[config.mk]
export PLATFORM = sky130hd
export DESIGN_NAME = sire_top
export DESIGN_NICKNAME = d
export VERILOG_FILES = /design/src/sire_pkg.sv /design/src/sire_buf2.sv /design/src/sire_timer.sv /design/src/sire_top.sv
export SDC_FILE = /design/constraint.sdc
export NUM_CORES = 1
export LEC_CHECK = 0
export ABC_AREA = 1
export BUFFER_PORTS_ARGS = -buffer_cell sky130_fd_sc_hd__buf_2
export CORE_ASPECT_RATIO = 0.6
export CORE_MARGIN = 5
export CORE_UTILIZATION = 30
export CTS_CLUSTER_SIZE = 8
export DETAILED_ROUTE_END_ITERATION = 8
export PLACE_DENSITY = 0.45
export SYNTH_ARGS = -nofsm -noshare
export SYNTH_HDL_FRONTEND = slang
export SYNTH_SLANG_ARGS = --single-unit
[constraint.sdc]
create_clock -name clk -period 2.3 [get_ports clk]
set_input_delay 0.115 -clock clk [delete_from_list [all_inputs] [get_ports clk]]
set_output_delay 0.115 -clock clk [all_outputs]
set_load 0.02 [all_outputs]
[src/sire_pkg.sv]
// Constants and carrier types of the infrared pulse encoder/decoder
package sire_pkg;
   // ----------------------------------------------------------------
   // Clock and timing
   // ----------------------------------------------------------------
   localparam int unsigned SIRE_CLK_HZ = 32'h02FAF080;
   localparam longint unsigned SIRE_PS_PER_S = 64'h000000E8D4A51000;
   localparam longint unsigned SIRE_SHORT_PULSE_PS = 64'h000000000018D378;
   localparam int SIRE_DATA_BITS = 32'h00000008;
   // ----------------------------------------------------------------
   // Register offsets (byte addresses)
   // ----------------------------------------------------------------
   localparam logic [3:0] SIRE_OFS_CFG = 4'h0;
   localparam logic [3:0] SIRE_OFS_CTRL = 4'h4;
   localparam logic [3:0] SIRE_OFS_STAT = 4'h8;
   localparam logic [3:0] SIRE_OFS_BYTE = 4'hC;
   // ----------------------------------------------------------------
   // Control word layout, bits 6..0 of the programming byte
   // ----------------------------------------------------------------
   typedef struct packed {
      logic back;
      logic front;
      logic pulse_long;
      logic [3:0] rate;
   } sire_cfg_t;
   localparam sire_cfg_t SIRE_CFG_RST = '{1'b0, 1'b0, 1'b1, 4'h6};
   typedef enum logic [3:0] {
      SIRE_RX_IDLE = 4'b0001,
      SIRE_RX_START = 4'b0010,
      SIRE_RX_DATA = 4'b0100,
      SIRE_RX_STOP = 4'b1000
   } sire_rx_st_t;
   // Bit rate in bit/s for each rate code; unused codes fall to 9600
   function automatic int unsigned sire_rate_hz(input logic [3:0] code);
      case (code)
         4'h0: return 32'h0001C200;
         4'h1: return 32'h0000E100;
         4'h2: return 32'h00009600;
         4'h3: return 32'h00004B00;
         4'h4: return 32'h00003840;
         4'h5: return 32'h00003200;
         4'h7: return 32'h00001C20;
         4'h8: return 32'h000012C0;
         4'h9: return 32'h00000E10;
         default: return 32'h00002580;
      endcase
   endfunction : sire_rate_hz
endpackage : sire_pkg

[src/sire_buf2.sv]
// Small FIFO between the control byte receiver and the pending word
`timescale 1ns/1ps
`default_nettype none
module sire_buf2 #(parameter int W = 8, parameter int DEPTH = 2) (
   // Clock and reset
   input wire logic clk,
   input wire logic reset_n,
   // Filling side
   input wire logic in_valid,
   output logic in_ready,
   input wire logic [W-1:0] in_data,
   // Draining side
   output logic out_valid,
   input wire logic out_ready,
   output logic [W-1:0] out_data
);
   localparam int AW = (DEPTH > 1) ? $clog2(DEPTH) : 1;
   logic [W-1:0] mem_r [DEPTH];
   logic [AW-1:0] wr_r, rd_r;
   logic [AW:0] cnt_r;
   logic push, pop;

   assign in_ready = (cnt_r != (AW+1)'(DEPTH));
   assign out_valid = (cnt_r != '0);
   assign push = in_valid && in_ready;
   assign pop = out_valid && out_ready;
   assign out_data = mem_r[rd_r];

   always_ff @(posedge clk) begin
      if (push) begin
         mem_r[wr_r] <= in_data;
      end
   end

   always_ff @(posedge clk) begin
      if (!reset_n) begin
         wr_r <= '0;
         rd_r <= '0;
         cnt_r <= '0;
      end else begin
         if (push) begin
            wr_r <= (wr_r == AW'(DEPTH-1)) ? '0 : wr_r + AW'(1);
         end
         if (pop) begin
            rd_r <= (rd_r == AW'(DEPTH-1)) ? '0 : rd_r + AW'(1);
         end
         if (push && !pop) begin
            cnt_r <= cnt_r + (AW+1)'(1);
         end else if (pop && !push) begin
            cnt_r <= cnt_r - (AW+1)'(1);
         end
      end
   end
endmodule : sire_buf2
`default_nettype wire

[src/sire_timer.sv]
// Reloadable down counter used for bit and pulse timing
`timescale 1ns/1ps
`default_nettype none
module sire_timer #(parameter int CW = 16) (
   // Clock and reset
   input wire logic clk,
   input wire logic reset_n,
   // Control
   input wire logic load,
   input wire logic [CW-1:0] load_val,
   // State
   output logic [CW-1:0] cnt,
   output logic done
);
   logic [CW-1:0] cnt_r;

   always_ff @(posedge clk) begin
      if (!reset_n) begin
         cnt_r <= '0;
      end else if (load) begin
         cnt_r <= load_val;
      end else if (cnt_r != '0) begin
         cnt_r <= cnt_r - CW'(1);
      end
   end

   assign cnt = cnt_r;
   assign done = (cnt_r == CW'(1));
endmodule : sire_timer
`default_nettype wire

[src/sire_top.sv]
// Serial infrared pulse encoder/decoder with Avalon-MM status registers
// What this block does
// - Drive infrared transmit output active high with shortened pulses.
// - Reset loads defaults into the state and control registers (buffer storage is not reset); it must be applied at start.
// - Reset selects 9600 bit/s and the fixed 1.627 us pulse width.
// - Transceiver shutdown output follows the reset level.
// - Oscillator is stopped while reset is active.
// - Data mode shortens each zero transmit bit onto the infrared output.
// - Data mode stretches each received pulse that starts outside a stretch to one full bit time.
// - Programming mode takes transmit characters as control words.
// - Control word waits pending until programming mode is left.
// - Two general outputs are active-low levels from programmed bits.
// - Receive indicator goes low while infrared receive is active.
// - Byte bits 3..0 rate, 4 pulse select, 5 and 6 outputs, 7 ignored.
// - Rate codes 0 to 9 select 115.2 down to 3.6 kbit/s.
//
// Chosen here: the placing of the registers and register access over Avalon-MM.
`timescale 1ns/1ps
`default_nettype none
module sire_top import sire_pkg::*; #(
   parameter int unsigned CLK_HZ = SIRE_CLK_HZ,
   parameter int CW = 16,
   parameter int BUF_DEPTH = 2
) (
   // Clock and reset
   input wire logic clk,
   input wire logic reset_n,
   // Serial port side
   input wire logic uart_tx_in,
   output logic uart_rx_out,
   input wire logic program_mode_sel,
   // Transceiver side
   output logic ir_tx_pulse,
   input wire logic ir_rx_pulse_n,
   output logic xcvr_shutdown_n,
   output logic osc_enable,
   // Indicators and general outputs
   output logic rx_indicator_n,
   output logic user_out_front_n,
   output logic user_out_back_n,
   // Avalon-MM slave
   input wire logic [3:0] avs_address,
   input wire logic avs_read,
   input wire logic avs_write,
   input wire logic [3:0] avs_byteenable,
   input wire logic [31:0] avs_writedata,
   output logic [31:0] avs_readdata,
   output logic avs_waitrequest
);
   // ----------------------------------------------------------------
   // Timing derived from the clock
   // ----------------------------------------------------------------
   localparam logic [CW-1:0] SHORT_CYC = CW'((longint'(SIRE_SHORT_PULSE_PS)
      * longint'(CLK_HZ) + SIRE_PS_PER_S - 64'h1) / SIRE_PS_PER_S);
   logic [CW-1:0] bit_tab [16];
   for (genvar g = 0; g < 16; g++) begin : g_rate
      assign bit_tab[g] = CW'(CLK_HZ / sire_rate_hz(4'(g)));
   end

   sire_cfg_t cfg_r;
   logic [CW-1:0] bit_cyc, pulse_cyc;
   logic [CW+1:0] bit_x3;
   assign bit_cyc = bit_tab[cfg_r.rate];
   assign bit_x3 = (CW+2)'({bit_cyc, 1'b0}) + (CW+2)'(bit_cyc);
   // Pulse is 1.627 us or 3/16 of the bit, whichever is selected
   assign pulse_cyc = cfg_r.pulse_long ? SHORT_CYC : CW'(bit_x3[CW+1:4]);

   // ----------------------------------------------------------------
   // Reset-driven pins and general outputs
   // ----------------------------------------------------------------
   assign xcvr_shutdown_n = reset_n;
   assign osc_enable = reset_n;
   assign user_out_front_n = ~cfg_r.front;
   assign user_out_back_n = ~cfg_r.back;

   // ----------------------------------------------------------------
   // Timers
   // ----------------------------------------------------------------
   logic eb_load, pt_load, st_load, ut_load;
   logic [CW-1:0] eb_cnt, pt_cnt, st_cnt, ut_cnt, ut_val;
   logic eb_done, ut_done;

   sire_timer #(.CW(CW)) u_bit_tmr (.clk(clk), .reset_n(reset_n),
      .load(eb_load), .load_val(bit_cyc), .cnt(eb_cnt), .done(eb_done));
   sire_timer #(.CW(CW)) u_pulse_tmr (.clk(clk), .reset_n(reset_n),
      .load(pt_load), .load_val(pulse_cyc), .cnt(pt_cnt), .done());
   sire_timer #(.CW(CW)) u_stretch_tmr (.clk(clk), .reset_n(reset_n),
      .load(st_load), .load_val(bit_cyc), .cnt(st_cnt), .done());
   sire_timer #(.CW(CW)) u_uart_tmr (.clk(clk), .reset_n(reset_n),
      .load(ut_load), .load_val(ut_val), .cnt(ut_cnt), .done(ut_done));

   // ----------------------------------------------------------------
   // Encoder
   // ----------------------------------------------------------------
   logic tx_prev_r, tx_fall, ir_tx_r;
   assign tx_fall = tx_prev_r && !uart_tx_in;
   // A start or zero bit begins with a falling edge; later zero bits are
   // found by sampling the line at each bit boundary
   assign eb_load = !program_mode_sel && !uart_tx_in
      && (tx_fall || eb_done);
   assign pt_load = eb_load;

   always_ff @(posedge clk) begin
      if (!reset_n) begin
         tx_prev_r <= 1'b1;
         ir_tx_r <= 1'b0;
      end else begin
         tx_prev_r <= uart_tx_in;
         ir_tx_r <= pt_load || (pt_cnt > CW'(1));
      end
   end
   assign ir_tx_pulse = ir_tx_r;

   // ----------------------------------------------------------------
   // Decoder
   // ----------------------------------------------------------------
   logic irx_prev_r, uart_rx_r, rx_ind_r;
   // Edges during a stretch are ignored, so one pulse gives one bit
   assign st_load = !program_mode_sel && irx_prev_r && !ir_rx_pulse_n
      && (st_cnt == '0);

   always_ff @(posedge clk) begin
      if (!reset_n) begin
         irx_prev_r <= 1'b1;
         uart_rx_r <= 1'b1;
         rx_ind_r <= 1'b1;
      end else begin
         irx_prev_r <= ir_rx_pulse_n;
         uart_rx_r <= !(st_load || (st_cnt > CW'(1)));
         rx_ind_r <= !(st_load || (st_cnt > CW'(1)));
      end
   end
   assign uart_rx_out = uart_rx_r;
   assign rx_indicator_n = rx_ind_r;

   // ----------------------------------------------------------------
   // Control byte receiver
   // ----------------------------------------------------------------
   sire_rx_st_t st_r;
   logic [7:0] sh_r, rxb_r;
   logic [2:0] nbit_r;
   logic rxb_valid_r, byte_done, ovr_r, buf_in_ready;

   always_comb begin
      ut_load = 1'b0;
      ut_val = bit_cyc;
      byte_done = 1'b0;
      unique case (st_r)
         SIRE_RX_IDLE: begin
            ut_load = program_mode_sel && tx_fall;
            ut_val = {1'b0, bit_cyc[CW-1:1]};
         end
         SIRE_RX_START: ut_load = ut_done && !uart_tx_in;
         SIRE_RX_DATA: ut_load = ut_done;
         SIRE_RX_STOP: byte_done = ut_done && uart_tx_in;
      endcase
   end

   always_ff @(posedge clk) begin
      if (!reset_n || !program_mode_sel) begin
         st_r <= SIRE_RX_IDLE;
         nbit_r <= '0;
      end else begin
         unique case (st_r)
            SIRE_RX_IDLE: if (ut_load) st_r <= SIRE_RX_START;
            SIRE_RX_START: begin
               if (ut_done) begin
                  st_r <= uart_tx_in ? SIRE_RX_IDLE : SIRE_RX_DATA;
               end
               nbit_r <= '0;
            end
            SIRE_RX_DATA: begin
               if (ut_done) begin
                  nbit_r <= nbit_r + 3'h1;
                  if (nbit_r == 3'(SIRE_DATA_BITS - 1)) begin
                     st_r <= SIRE_RX_STOP;
                  end
               end
            end
            SIRE_RX_STOP: if (ut_done) st_r <= SIRE_RX_IDLE;
         endcase
      end
   end

   always_ff @(posedge clk) begin
      if (!reset_n) begin
         sh_r <= '0;
      end else if (st_r == SIRE_RX_DATA && ut_done) begin
         sh_r <= {uart_tx_in, sh_r[7:1]};
      end
   end

   // A finished byte waits here while the buffer is full; a second one
   // arriving meanwhile overwrites it and is flagged as overrun
   always_ff @(posedge clk) begin
      if (!reset_n) begin
         rxb_r <= '0;
         rxb_valid_r <= 1'b0;
      end else if (byte_done) begin
         rxb_r <= sh_r;
         rxb_valid_r <= 1'b1;
      end else if (buf_in_ready) begin
         rxb_valid_r <= 1'b0;
      end
   end

   // ----------------------------------------------------------------
   // Buffer, pending word and live configuration
   // ----------------------------------------------------------------
   logic buf_out_valid, hold_r, pend_valid_r, mode_prev_r, apply;
   logic [7:0] buf_out_data, pend_r;

   sire_buf2 #(.W(8), .DEPTH(BUF_DEPTH)) u_buf (.clk(clk),
      .reset_n(reset_n), .in_valid(rxb_valid_r), .in_ready(buf_in_ready),
      .in_data(rxb_r), .out_valid(buf_out_valid), .out_ready(!hold_r),
      .out_data(buf_out_data));

   assign apply = mode_prev_r && !program_mode_sel && pend_valid_r;

   always_ff @(posedge clk) begin
      if (!reset_n) begin
         pend_r <= '0;
         pend_valid_r <= 1'b0;
         mode_prev_r <= 1'b0;
      end else begin
         mode_prev_r <= program_mode_sel;
         if (buf_out_valid && !hold_r) begin
            pend_r <= buf_out_data;
            pend_valid_r <= 1'b1;
         end else if (apply) begin
            pend_valid_r <= 1'b0;
         end
      end
   end

   always_ff @(posedge clk) begin
      if (!reset_n) begin
         cfg_r <= SIRE_CFG_RST;
      end else if (apply) begin
         cfg_r <= sire_cfg_t'(pend_r[6:0]);
      end
   end

   // ----------------------------------------------------------------
   // Avalon-MM registers
   // ----------------------------------------------------------------
   logic ack_r, wr_ok;
   logic [31:0] rdata_r;
   assign avs_waitrequest = (avs_read || avs_write) && !ack_r;
   assign avs_readdata = rdata_r;
   assign wr_ok = avs_write && ack_r && avs_byteenable[0];

   always_ff @(posedge clk) begin
      if (!reset_n) begin
         ack_r <= 1'b0;
         rdata_r <= '0;
      end else begin
         ack_r <= (avs_read || avs_write) && !ack_r;
         if (avs_read && !ack_r) begin
            case (avs_address)
               SIRE_OFS_CFG: rdata_r <= {23'h0, pend_valid_r, 1'b0, cfg_r};
               SIRE_OFS_CTRL: rdata_r <= {31'h0, hold_r};
               SIRE_OFS_STAT: rdata_r <= {28'h0, !buf_in_ready,
                  buf_out_valid, st_r != SIRE_RX_IDLE, ovr_r};
               SIRE_OFS_BYTE: rdata_r <= {24'h0, pend_r};
               default: rdata_r <= '0;
            endcase
         end
      end
   end

   always_ff @(posedge clk) begin
      if (!reset_n) begin
         hold_r <= 1'b0;
      end else if (wr_ok && avs_address == SIRE_OFS_CTRL) begin
         hold_r <= avs_writedata[0];
      end
   end

   // Overrun set wins over a clear in the same cycle
   always_ff @(posedge clk) begin
      if (!reset_n) begin
         ovr_r <= 1'b0;
      end else if (byte_done && rxb_valid_r && !buf_in_ready) begin
         ovr_r <= 1'b1;
      end else if (wr_ok && avs_address == SIRE_OFS_STAT
         && avs_writedata[0]) begin
         ovr_r <= 1'b0;
      end
   end

   logic [CW-1:0] hi_cnt_r, lo_cnt_r;
   always_ff @(posedge clk) begin
      hi_cnt_r <= ir_tx_r ? hi_cnt_r + CW'(1) : '0;
      lo_cnt_r <= uart_rx_r ? '0 : lo_cnt_r + CW'(1);
   end
endmodule : sire_top
`default_nettype wire

; ---- Word level (Yosys, flattened, before mapping)
; Memory sizes are Yosys's and may differ from the RTL's. A register that Yosys moved wholly into a read port is not among the register bits.
; Cells that the tools add are included.
[classes]
mux = 36
add_sub_neg = 10
n_reduce_logical = 59
bitwise_logic = 3
eq_ne = 17
n_lt_le_gt_ge = 3
[op_table]
columns = operator, n
row1 = 16-bit two-way mux, 11
row2 = 16-bit nonzero test, 4
row3 = "16-bit by 1-bit subtractor with 16-bit output, second input constant", 4
row4 = 9-bit one-hot mux with 4 select lines, 1
row5 = "16-bit by 1-bit equality test with 1-bit output, second input constant", 2
row6 = "16-bit by 1-bit greater-than comparator with 1-bit output, second input constant", 2
row7 = 1-bit logical AND, 25
row8 = 4-bit two-way mux, 5
row9 = 2-bit nonzero test, 10
row10 = 17-bit by 16-bit adder with 18-bit output, 1
row11 = 16-bit logical NOT, 1
row12 = 4-bit one-hot mux with 4 select lines, 1
row13 = 14-bit two-way mux, 1
row14 = "4-bit equality test, second input constant", 3
row15 = 1-bit logical NOT, 11
row16 = 1-bit two-way mux, 11
row17 = "2-bit != test, second input constant", 5
row18 = "4-bit by 3-bit equality test with 1-bit output, second input constant", 2
row19 = 3-bit two-way mux, 2
row20 = 3-bit one-hot mux with 2 select lines, 1
row21 = "5-bit greater-or-equal comparator, second input constant", 1
row22 = 1-bit logical OR, 5
row23 = 4-bit inverter with 5-bit output, 1
row24 = 5-bit AND reduction, 1
row25 = other kinds (14), 17
[totals]
regBits = 140
out_inout_bits = 40
romBits = 256
inputBits = 47
ramBits = 16
wordCells = 156
n_memories = 2
[memory_table]
columns = name, depth, width, rd, rd_ports_with_merged_regs, wr, line
row1 = (no name shown), 16, 16, 1, 0, 0, sire_top.sv:63  ; assign bit_cyc = bit_tab[cfg_r.rate];
row2 = u_buf.mem_r, 2, 8, 1, 1, 1, sire_buf2.sv:18  ; logic [W-1:0] mem_r [DEPTH];

; ---- Logic depth before layout (Yosys ltp)
; Gate-level depths: netlist of run 1.
[depth]
depth_word = 7
mapped_depth = 19
mapped_depth_nobuf = 18

; ---- Cells and area by module
; From an unflattened synthesis of run 1, not the netlist that was laid out.
[unflattened]
hier_cells = 1322
area_unflattened_um2 = 9078.7
[modules_own_cells]
columns = mod, seq_area_each_um2, area_each_um2, cells_each, n_inst
row1 = sire_timer, 320.3, 1138.6, 178, 4
row2 = sire_top, 1141.1, 3688.5, 548, 1
row3 = sire_buf2, 580.6, 835.8, 62, 1

; ---- Worst setup path after synthesis of run 1
; No wires, ideal clock.
[synth_path]
kind = reg-to-reg
from = register cfg_r[3] in the netlist's numbering
to = register u_pulse_tmr.cnt_r[9] (netlist: u_pulse_tmr.cnt[9])
path_slack_ns = -0.177
synth_period_minus_slack_ns = 2.477
arrival_ns = 2.358
setup_ns = 0.119
path_stages_with_launch = 20
t_required_ns = 2.181
path_buffers = 2
cell_sequence = dfxtp_1 -> buf_4 -> inv_2 -> buf_4 -> nor2_1 -> inv_1 -> nand2_1 -> inv_1 -> ha_1 -> inv_1 -> o21ai_0 -> a21oi_1 -> nand2_2 -> nand2_1 -> nand2_1 -> nand2_1 -> nand2_1 -> nand2_1 -> nand3_1 -> a21oi_1
[synth_via]
elab_chain_len = 7
[synth_lines]
columns = element, line
row1 = from (decl), sire_top.sv:60  ; sire_cfg_t cfg_r;
row2 = from (signal assigned), sire_top.sv:240  ; cfg_r <= sire_cfg_t'(pend_r[6:0]);
row3 = 4-bit inverter with 5-bit output (not written as such), sire_top.sv:63
row4 = memory 16 x 16 bit, -
row5 = 16-bit two-way mux (not written as such) (2 in series), sire_top.sv:63
row6 = 17-bit by 16-bit adder with 18-bit output, sire_top.sv:64  ; assign bit_x3 = (CW+2)'({bit_cyc, 1'b0}) + (CW+2)'(bit_cyc);
row7 = 14-bit two-way mux, sire_top.sv:66  ; assign pulse_cyc = cfg_r.pulse_long ? SHORT_CYC : CW'(bit_x3[CW+1:4]);
row8 = 16-bit two-way mux, sire_timer.sv:20  ; end else if (load) begin
row9 = to (signal assigned), sire_timer.sv:21  ; cnt_r <= load_val;
row10 = to (signal assigned), sire_timer.sv:23  ; cnt_r <= cnt_r - CW'(1);
row11 = to (decl), sire_timer.sv:15  ; logic [CW-1:0] cnt_r;
; No other way between the ends. The select of a mux whose other input is x is not followed.
; A chain may end at the register's enable or synchronous reset.

; ---- Worst setup path in the final report of run 1
[layout_path]
from = register cfg_r[1] in the netlist's numbering
to = register u_pulse_tmr.cnt_r[2] (netlist: u_pulse_tmr.cnt[2])
; The elaborated chain is that of the path after synthesis.

==> results.cfg, run 1 <==
[placed_design]
numPortBuffers = 29
dp_cells = 1545
gp_congestion = 0.8565
dp_hpwl_um = 17140

[synthesis]
synthSimpleGateAreaFrac_pct = 25.67
synth-async-reset-ratio_pct = 0
synth_top_cell_area_share_pct = 31.35
netlist_instances = 1098
synth_top_family_by_area = simple AND/OR/NAND/NOR gates
synth_edf_count = 16
synth_compound_area_share_pct = 17.12
synth.most_common_cell = nand2_1
synthAdderAreaFrac_pct = 4.702
synthMuxAreaShare_pct = 0
synth_cell_types = 55
syn-cell-area_um2 = 7983
ys_top_cells_by_area = dfxtp_1 (31%), nand2_1 (8.6%), inv_1 (6.3%)
synthXorXnorAreaFrac_pct = 3.950
synth_flop_cell = dfxtp_1
yosys-top-cells-count = nand2_1 (182), inv_1 (135), dfxtp_1 (125)
yosysSeqAreaShare_pct = 37.37
synth_warnings = 0
ys_ff_latch = 141
synth_area_leader_cell = dfxtp_1
syn_avg_cell_area_um2 = 7.270

[floorplan]
core_area_um2 = 26300
dieArea_um2 = 30080
start_util_pct = 30.35
fp.dieH_um = 136.4
io-pin-count = 87
die_x_um = 220.6
num_rows = 46

[drt]
ant_nets = 0
drt_iter0_markers = 466
drt_wl_total_um = 23000
wl_per_cell_um = 14.44
num_vias = 7335
drc = 0
viasPerCell = 4.605
dr.pass1.iters = 6

[sta]
max_slew_margin_pct = 57.66
tightest_slew_ps = 634.2
whs_ps = 48.37
max_freq_ghz = 0.4319
skew_ps = 11.24
finalHoldViolCount = 0
final_max_slew_viol_count = 0
setup_ws_ps = -15.26
rsz0062_at_grt = yes
post-route-period-util_pct = 100.7
setup_viol = 1
fin_crit_ps = 2315

[power]
peakVddDrop_v = 0.0005832
p_leak_nw = 4.441
powerDensity_nw_per_um2 = 1148
p_int_w = 0.006681
power.switching_w = 0.005003
switching_share_pct = 42.82
combPwrFrac_pct = 45.7
pwr-share-seq_pct = 30.6
p_clk_share_pct = 23.7

[cts]
clk_pin_slew_worst_paths_ps = 70
root_buffer = clkbuf_16
tritoncts = done
clock_latency_ps = 440
cts_buffer_depth = 2
cts.sinks = 141
cts_buffers = 17
htreeDepth = 4

[cells_and_area]
layout.nets = 1297
final_cells = 1593
syn_to_final_growth_pct = 27.49
antenna_cells = 0
drive_gt1_share_pct = 24.01

[grt]
grt_pass1_vias = 6755
grtUsageTotal_pct = 15.67
grt_max_degree = 37
grt_pass1_wl_um = 36890
overflow = 0
antenna_found_initial = 0

[run_status]
violations = negative setup slack
outcome = complete, but fails checks

[setup_path]
critPathMaxFanout = 6
arrival_ps = 2680
end_kind = flop
worstSetupPathType = flop to flop
rr_worst_depth = 14
start_kind = flop
critPathRequiredTime_ps = 2670

[min_path]
min_path_type = input pin to flop
holdPathStages = 4

[job]
drv_cap = 0
==> placed cells by master, fill, tap and decap left out, drive strengths merged, types with 30 or more instances in the layout <==
| cell | netlist | final |
|---|---|---|
| nor2 | 130 | 130 |
| ha | 30 | 30 |
| nand2 | 193 | 193 |
| o21ai | 92 | 92 |
| buf | 38 | 133 |
| inv | 147 | 156 |
| nand3 | 59 | 59 |
| dfxtp | 125 | 125 |
| a21oi | 99 | 99 |
| nor3 | 30 | 30 |
==> metrics by stage <==
step | setup slack [ps] | instance area, um^2 | setup TNS (ps) | util (%) | total power [W]
floorplan | 45.35 | 8104 | 0 | - | 0.007152
global placement | -174.4 | 9055 | -734.6 | 34.43 | 0.008559
detailed placement | -155.5 | 9055 | -970.8 | 34.43 | 0.008520
CTS | -7.815 | 9811 | -7.815 | 37.30 | 0.01145
global route | -141.7 | 10180 | -1003 | 38.69 | 0.01267
finish | -15.26 | 10180 | -15.26 | 38.69 | 0.01168
==> state kept, by name, indices dropped and copies added (netlist names), 3 cells and up <==
signal             flops
rxb_r                  8
cfg_r                  7
sh_r                   8
st_r                   4
pend_r                 8
nbit_r                 3
u_uart_tmr.cnt        16
u_bit_tmr.cnt         16
u_buf.mem_r           16
u_pulse_tmr.cnt       16
avs_readdata           9
u_stretch_tmr.cnt     16
==> power groups by stage <==
stage | clock (W) | combinational [W] | sequential, W
floorplan | 0 | 0.00368 | 0.00347
global placement | 0 | 0.00495 | 0.00361
detailed placement | 0 | 0.00492 | 0.00360
CTS | 0.00285 | 0.00504 | 0.00356
global route | 0.00295 | 0.00606 | 0.00366
finish | 0.00277 | 0.00534 | 0.00357
==> per-layer routing <==
| layer | GRT usage (%) | vias to the layer above | wire (um) |
|---|---|---|---|
| met5 | 0 | - | 0 |
| met4 | 3.511 | 0 | 178 |
| met3 | 3.205 | 10 | 914 |
| met2 | 19.64 | 124 | 8271 |
| met1 | 26.26 | 3349 | 13630 |
| li1 | - | 3852 | - |
==> worst max-delay path, cell delays in order (launching register included) <==
cell and delay, ps:
dfxtp_2 330, inv_2 50, buf_6 130, ha_4 170
a21oi_4 170, inv_2 60, o21ai_4 90, inv_4 80
ha_4 260, buf_6 130, a21oi_4 140, nand2_4 100
xnor2_2 150, or2_0 210, a21oi_1 160
==> path summary, 6_finish.rpt <==
kind                         to  slack [ps]            from
max          u_pulse_tmr.cnt[2]         -20        cfg_r[1]
min                      hold_r          50  avs_address[3]
max reg2reg  u_pulse_tmr.cnt[2]         -20        cfg_r[1]
min reg2reg   u_buf.mem_r[0][2]         450        rxb_r[2]
==> cells by family (layout without fill, tap and decap cells) <==
group,after synthesis,after routing
compound gates,243,243
fa+ha+maj,30,30
simple gates,446,446
other cells,1,23
flops,141,141
xor+xnor,36,36
buf+inv,201,314
==> area by class of cell <==
class | instances | area, um^2
Multi-Input combinational cell | 778 | 4594
Tap cell | 360 | 450.4
Fill cell | 2766 | 16130
Inverter | 147 | 569.3
Sequential cell | 141 | 2989
Timing Repair Buffer | 135 | 988.4
Clock inverter | 14 | 146.4
Clock buffer | 18 | 439.2
==> timing repair <==
| item | 4_1_cts | 5_1_grt |
|---|---|---|
| buffers inserted | 6 | 8 |
| endpoints found under the hold margin | 2 | 0 |
| resized for setup | 29 | 81 |
| pin swaps | 11 | 35 |
| hold buffers | 2 | 0 |
| setup endpoints to repair | 11 | 11 |
Power figures use the tool's default switching activity.
==> inputs of run 2 (changes only) <==
--- a/config.mk
+++ b/config.mk
@@ -7,12 +7,14 @@
 export LEC_CHECK = 0
 export ABC_AREA = 1
 export BUFFER_PORTS_ARGS = -buffer_cell sky130_fd_sc_hd__buf_2
+export CELL_PAD_IN_SITES_DETAIL_PLACEMENT = 0
+export CELL_PAD_IN_SITES_GLOBAL_PLACEMENT = 1
 export CORE_ASPECT_RATIO = 0.6
 export CORE_MARGIN = 5
 export CORE_UTILIZATION = 30
 export CTS_CLUSTER_SIZE = 8
 export DETAILED_ROUTE_END_ITERATION = 8
-export PLACE_DENSITY = 0.45
+export PLACE_DENSITY = 0.59
 export SYNTH_ARGS = -nofsm -noshare
 export SYNTH_HDL_FRONTEND = slang
 export SYNTH_SLANG_ARGS = --single-unit
==> constraint.sdc (replaced) <==
create_clock -name clk -period 2.3 [get_ports clk]
set_input_delay 0.575 -clock clk [delete_from_list [all_inputs] [get_ports clk]]
set_output_delay 0.575 -clock clk [all_outputs]
set_load 0.02 [all_outputs]
==> run 2 against run 1 <==
Against the previous run:
- the flow now finishes without violations
- critical endpoint is now u_pulse_tmr.cnt[9]
- global-route usage is 0.32 points higher
- largest cell class unchanged
- worst setup slack better by 86 ps
- critical path type unchanged
- register-to-register slack better by 90 ps
- power is 0.11% higher
==> results.cfg, run 2 (synthesized netlist as in run 1, its figures left out) <==
[setup_path]
start_kind = flop
crit_chain = buf_6, ha_4, nand2_4, nand2_4, o21ai_4, buf_6, buf_6, ha_4, nand2_4, inv_2, a21oi_2, nand2_2, nand2_2, nand2_2, nand2_2, nand2_1, nand2_1, nand3_2, a21oi_2
slowest_delay_ps = 370
critPathRequiredTime_ps = 2680
slowest_stage = dfxtp_4
path_common_cell = nand2_2
end_kind = flop
arrival_ps = 2610
worstSetupPathType = flop to flop
critPathMaxFanout = 4

[drt]
drc = 0
ant_nets = 0
wl_per_cell_um = 14.57
viasPerCell = 4.560
drt_wl_total_um = 23250
drt_iter0_markers = 523
num_vias = 7278
dr.pass1.iters = 5

[floorplan]
core_area_um2 = 26300
start_util_pct = 30.35
io-pin-count = 87
dieArea_um2 = 30080
die_x_um = 220.6
fp.dieH_um = 136.4
num_rows = 46

[cells_and_area]
multiInputGateArea_um2 = 4571
regArea_um2 = 2995
fillers = 2823
mostFrequentLayoutCell = nand2_1
final_util_pct = 38.79
syn_to_final_growth_pct = 27.82
drive_gt1_share_pct = 24.11
layout.nets = 1300
layout_common_cells = nand2_1 (159), inv_1 (122), dfxtp_1 (121), nor2_1 (110), buf_4 (96)
antenna_cells = 0
final_cells = 1596

[sta]
rsz0062_at_grt = yes
finalHoldViolCount = 0
post-route-period-util_pct = 96.93
tightest_slew_ps = 591.2
whs_ps = 333.2
max_slew_margin_pct = 60.53
setup_viol = 0
skew_ps = 8.925
max_freq_ghz = 0.4485
fin_tns_setup_ps = 0
fin_crit_ps = 2229
final_max_slew_viol_count = 0
setup_ws_ps = 70.51

[grt]
antenna_found_initial = 0
grt_pass1_wl_um = 37210
grt_max_degree = 24
grtUsageTotal_pct = 16.00
overflow = 0
grt_pass1_vias = 6768

[cts]
htreeDepth = 4
cts.sinks = 141
cts_buffer_depth = 2
root_buffer = clkbuf_16
cts_buffers = 17
clk_pin_slew_worst_paths_ps = 60
clock_latency_ps = 450
postCtsHoldBufs = 0
tritoncts = done

[power]
combPwrFrac_pct = 44.9
p_leak_nw = 4.460
powerDensity_nw_per_um2 = 1146
peakVddDrop_v = 0.0005999
switching_share_pct = 41.34
pwr-share-seq_pct = 30.6
p_int_w = 0.006860
p_clk_share_pct = 24.6
power.switching_w = 0.004836

[placed_design]
numPortBuffers = 29
place_ws_ps = -138.9
gp_congestion = 0.7972
dp_hpwl_um = 17750
dp_cells = 1545

[run_status]
outcome = completed

[job]
drv_cap = 0

[min_path]
min_path_type = input pin to flop
==> run 2: changes by cell type in the layout (fill, tap and decap cells not counted), moves of 4 or more <==
cell and change:
a21oi_2 -4, nand2_2 +4, buf_6 +4, inv_8 -4, a21oi_1 +4
==> run 2: cell type report <==
class	instances	share of cell area, %
tap	360	4.414
sequential	141	29.36
multi-input combinational	778	44.79
timing repair buffer	138	10.01
clock buffer	19	4.243
inverter	147	5.579
clock inverter	13	1.606
==> run 2: final timing paths <==
kind                  from                 end  slack [ps]  depth (start not counted)
max               cfg_r[0]  u_pulse_tmr.cnt[9]          70                         19
min reg2reg       rxb_r[1]   u_buf.mem_r[1][1]         460                          0
min          ir_rx_pulse_n          irx_prev_r         330                          3
max reg2reg       cfg_r[0]  u_pulse_tmr.cnt[9]          70                         19
==> run 2: through the flow <==
| step | area (um^2) | power, W |
|---|---|---|
| final | 10200 | 0.01170 |
| after global placement | 9055 | 0.008502 |
| after CTS | 9734 | 0.01149 |
| after detailed placement | 9055 | 0.008492 |
| after global routing | 10200 | 0.01271 |
| after floorplan | 8104 | 0.007152 |
==> run 2: worst max-delay path, delay by kind of cell, from the launching register on <==
family	cells	cell delay, ps
AND/OR/NAND/NOR	10	700
buffers and inverters	4	370
adder cells (fa/ha/maj)	2	380
AO/OA/AOI/OAI	3	320
flip-flops	1	370
==> run 2: power by group through the flow <==
stage               Sequential (W)  Clock [W]  Combinational [W]
floorplan                  0.00347          0            0.00368
global placement           0.00361          0            0.00489
detailed placement         0.00361          0            0.00488
CTS                        0.00357    0.00295            0.00497
global route               0.00367    0.00306            0.00598
finish                     0.00358    0.00287            0.00525
==> run 2: routing by layer <==
metal / GRT usage (%) / share of wire, % / vias up
met5: 0 / 0 / -
met2: 19.37 / 35 / 113
li1: - / - / 3857
met4: 4.578 / 1.1 / 0
met1: 26.14 / 59 / 3291
met3: 4.585 / 4.7 / 17
==> run 2: what timing repair did <==
| item | CTS | global route |
|---|---|---|
| endpoints found under the setup margin | 9 | 21 |
| pin swaps | 0 | 45 |
| setup buffers | 3 | 16 |
| gates resized for setup | 16 | 99 |
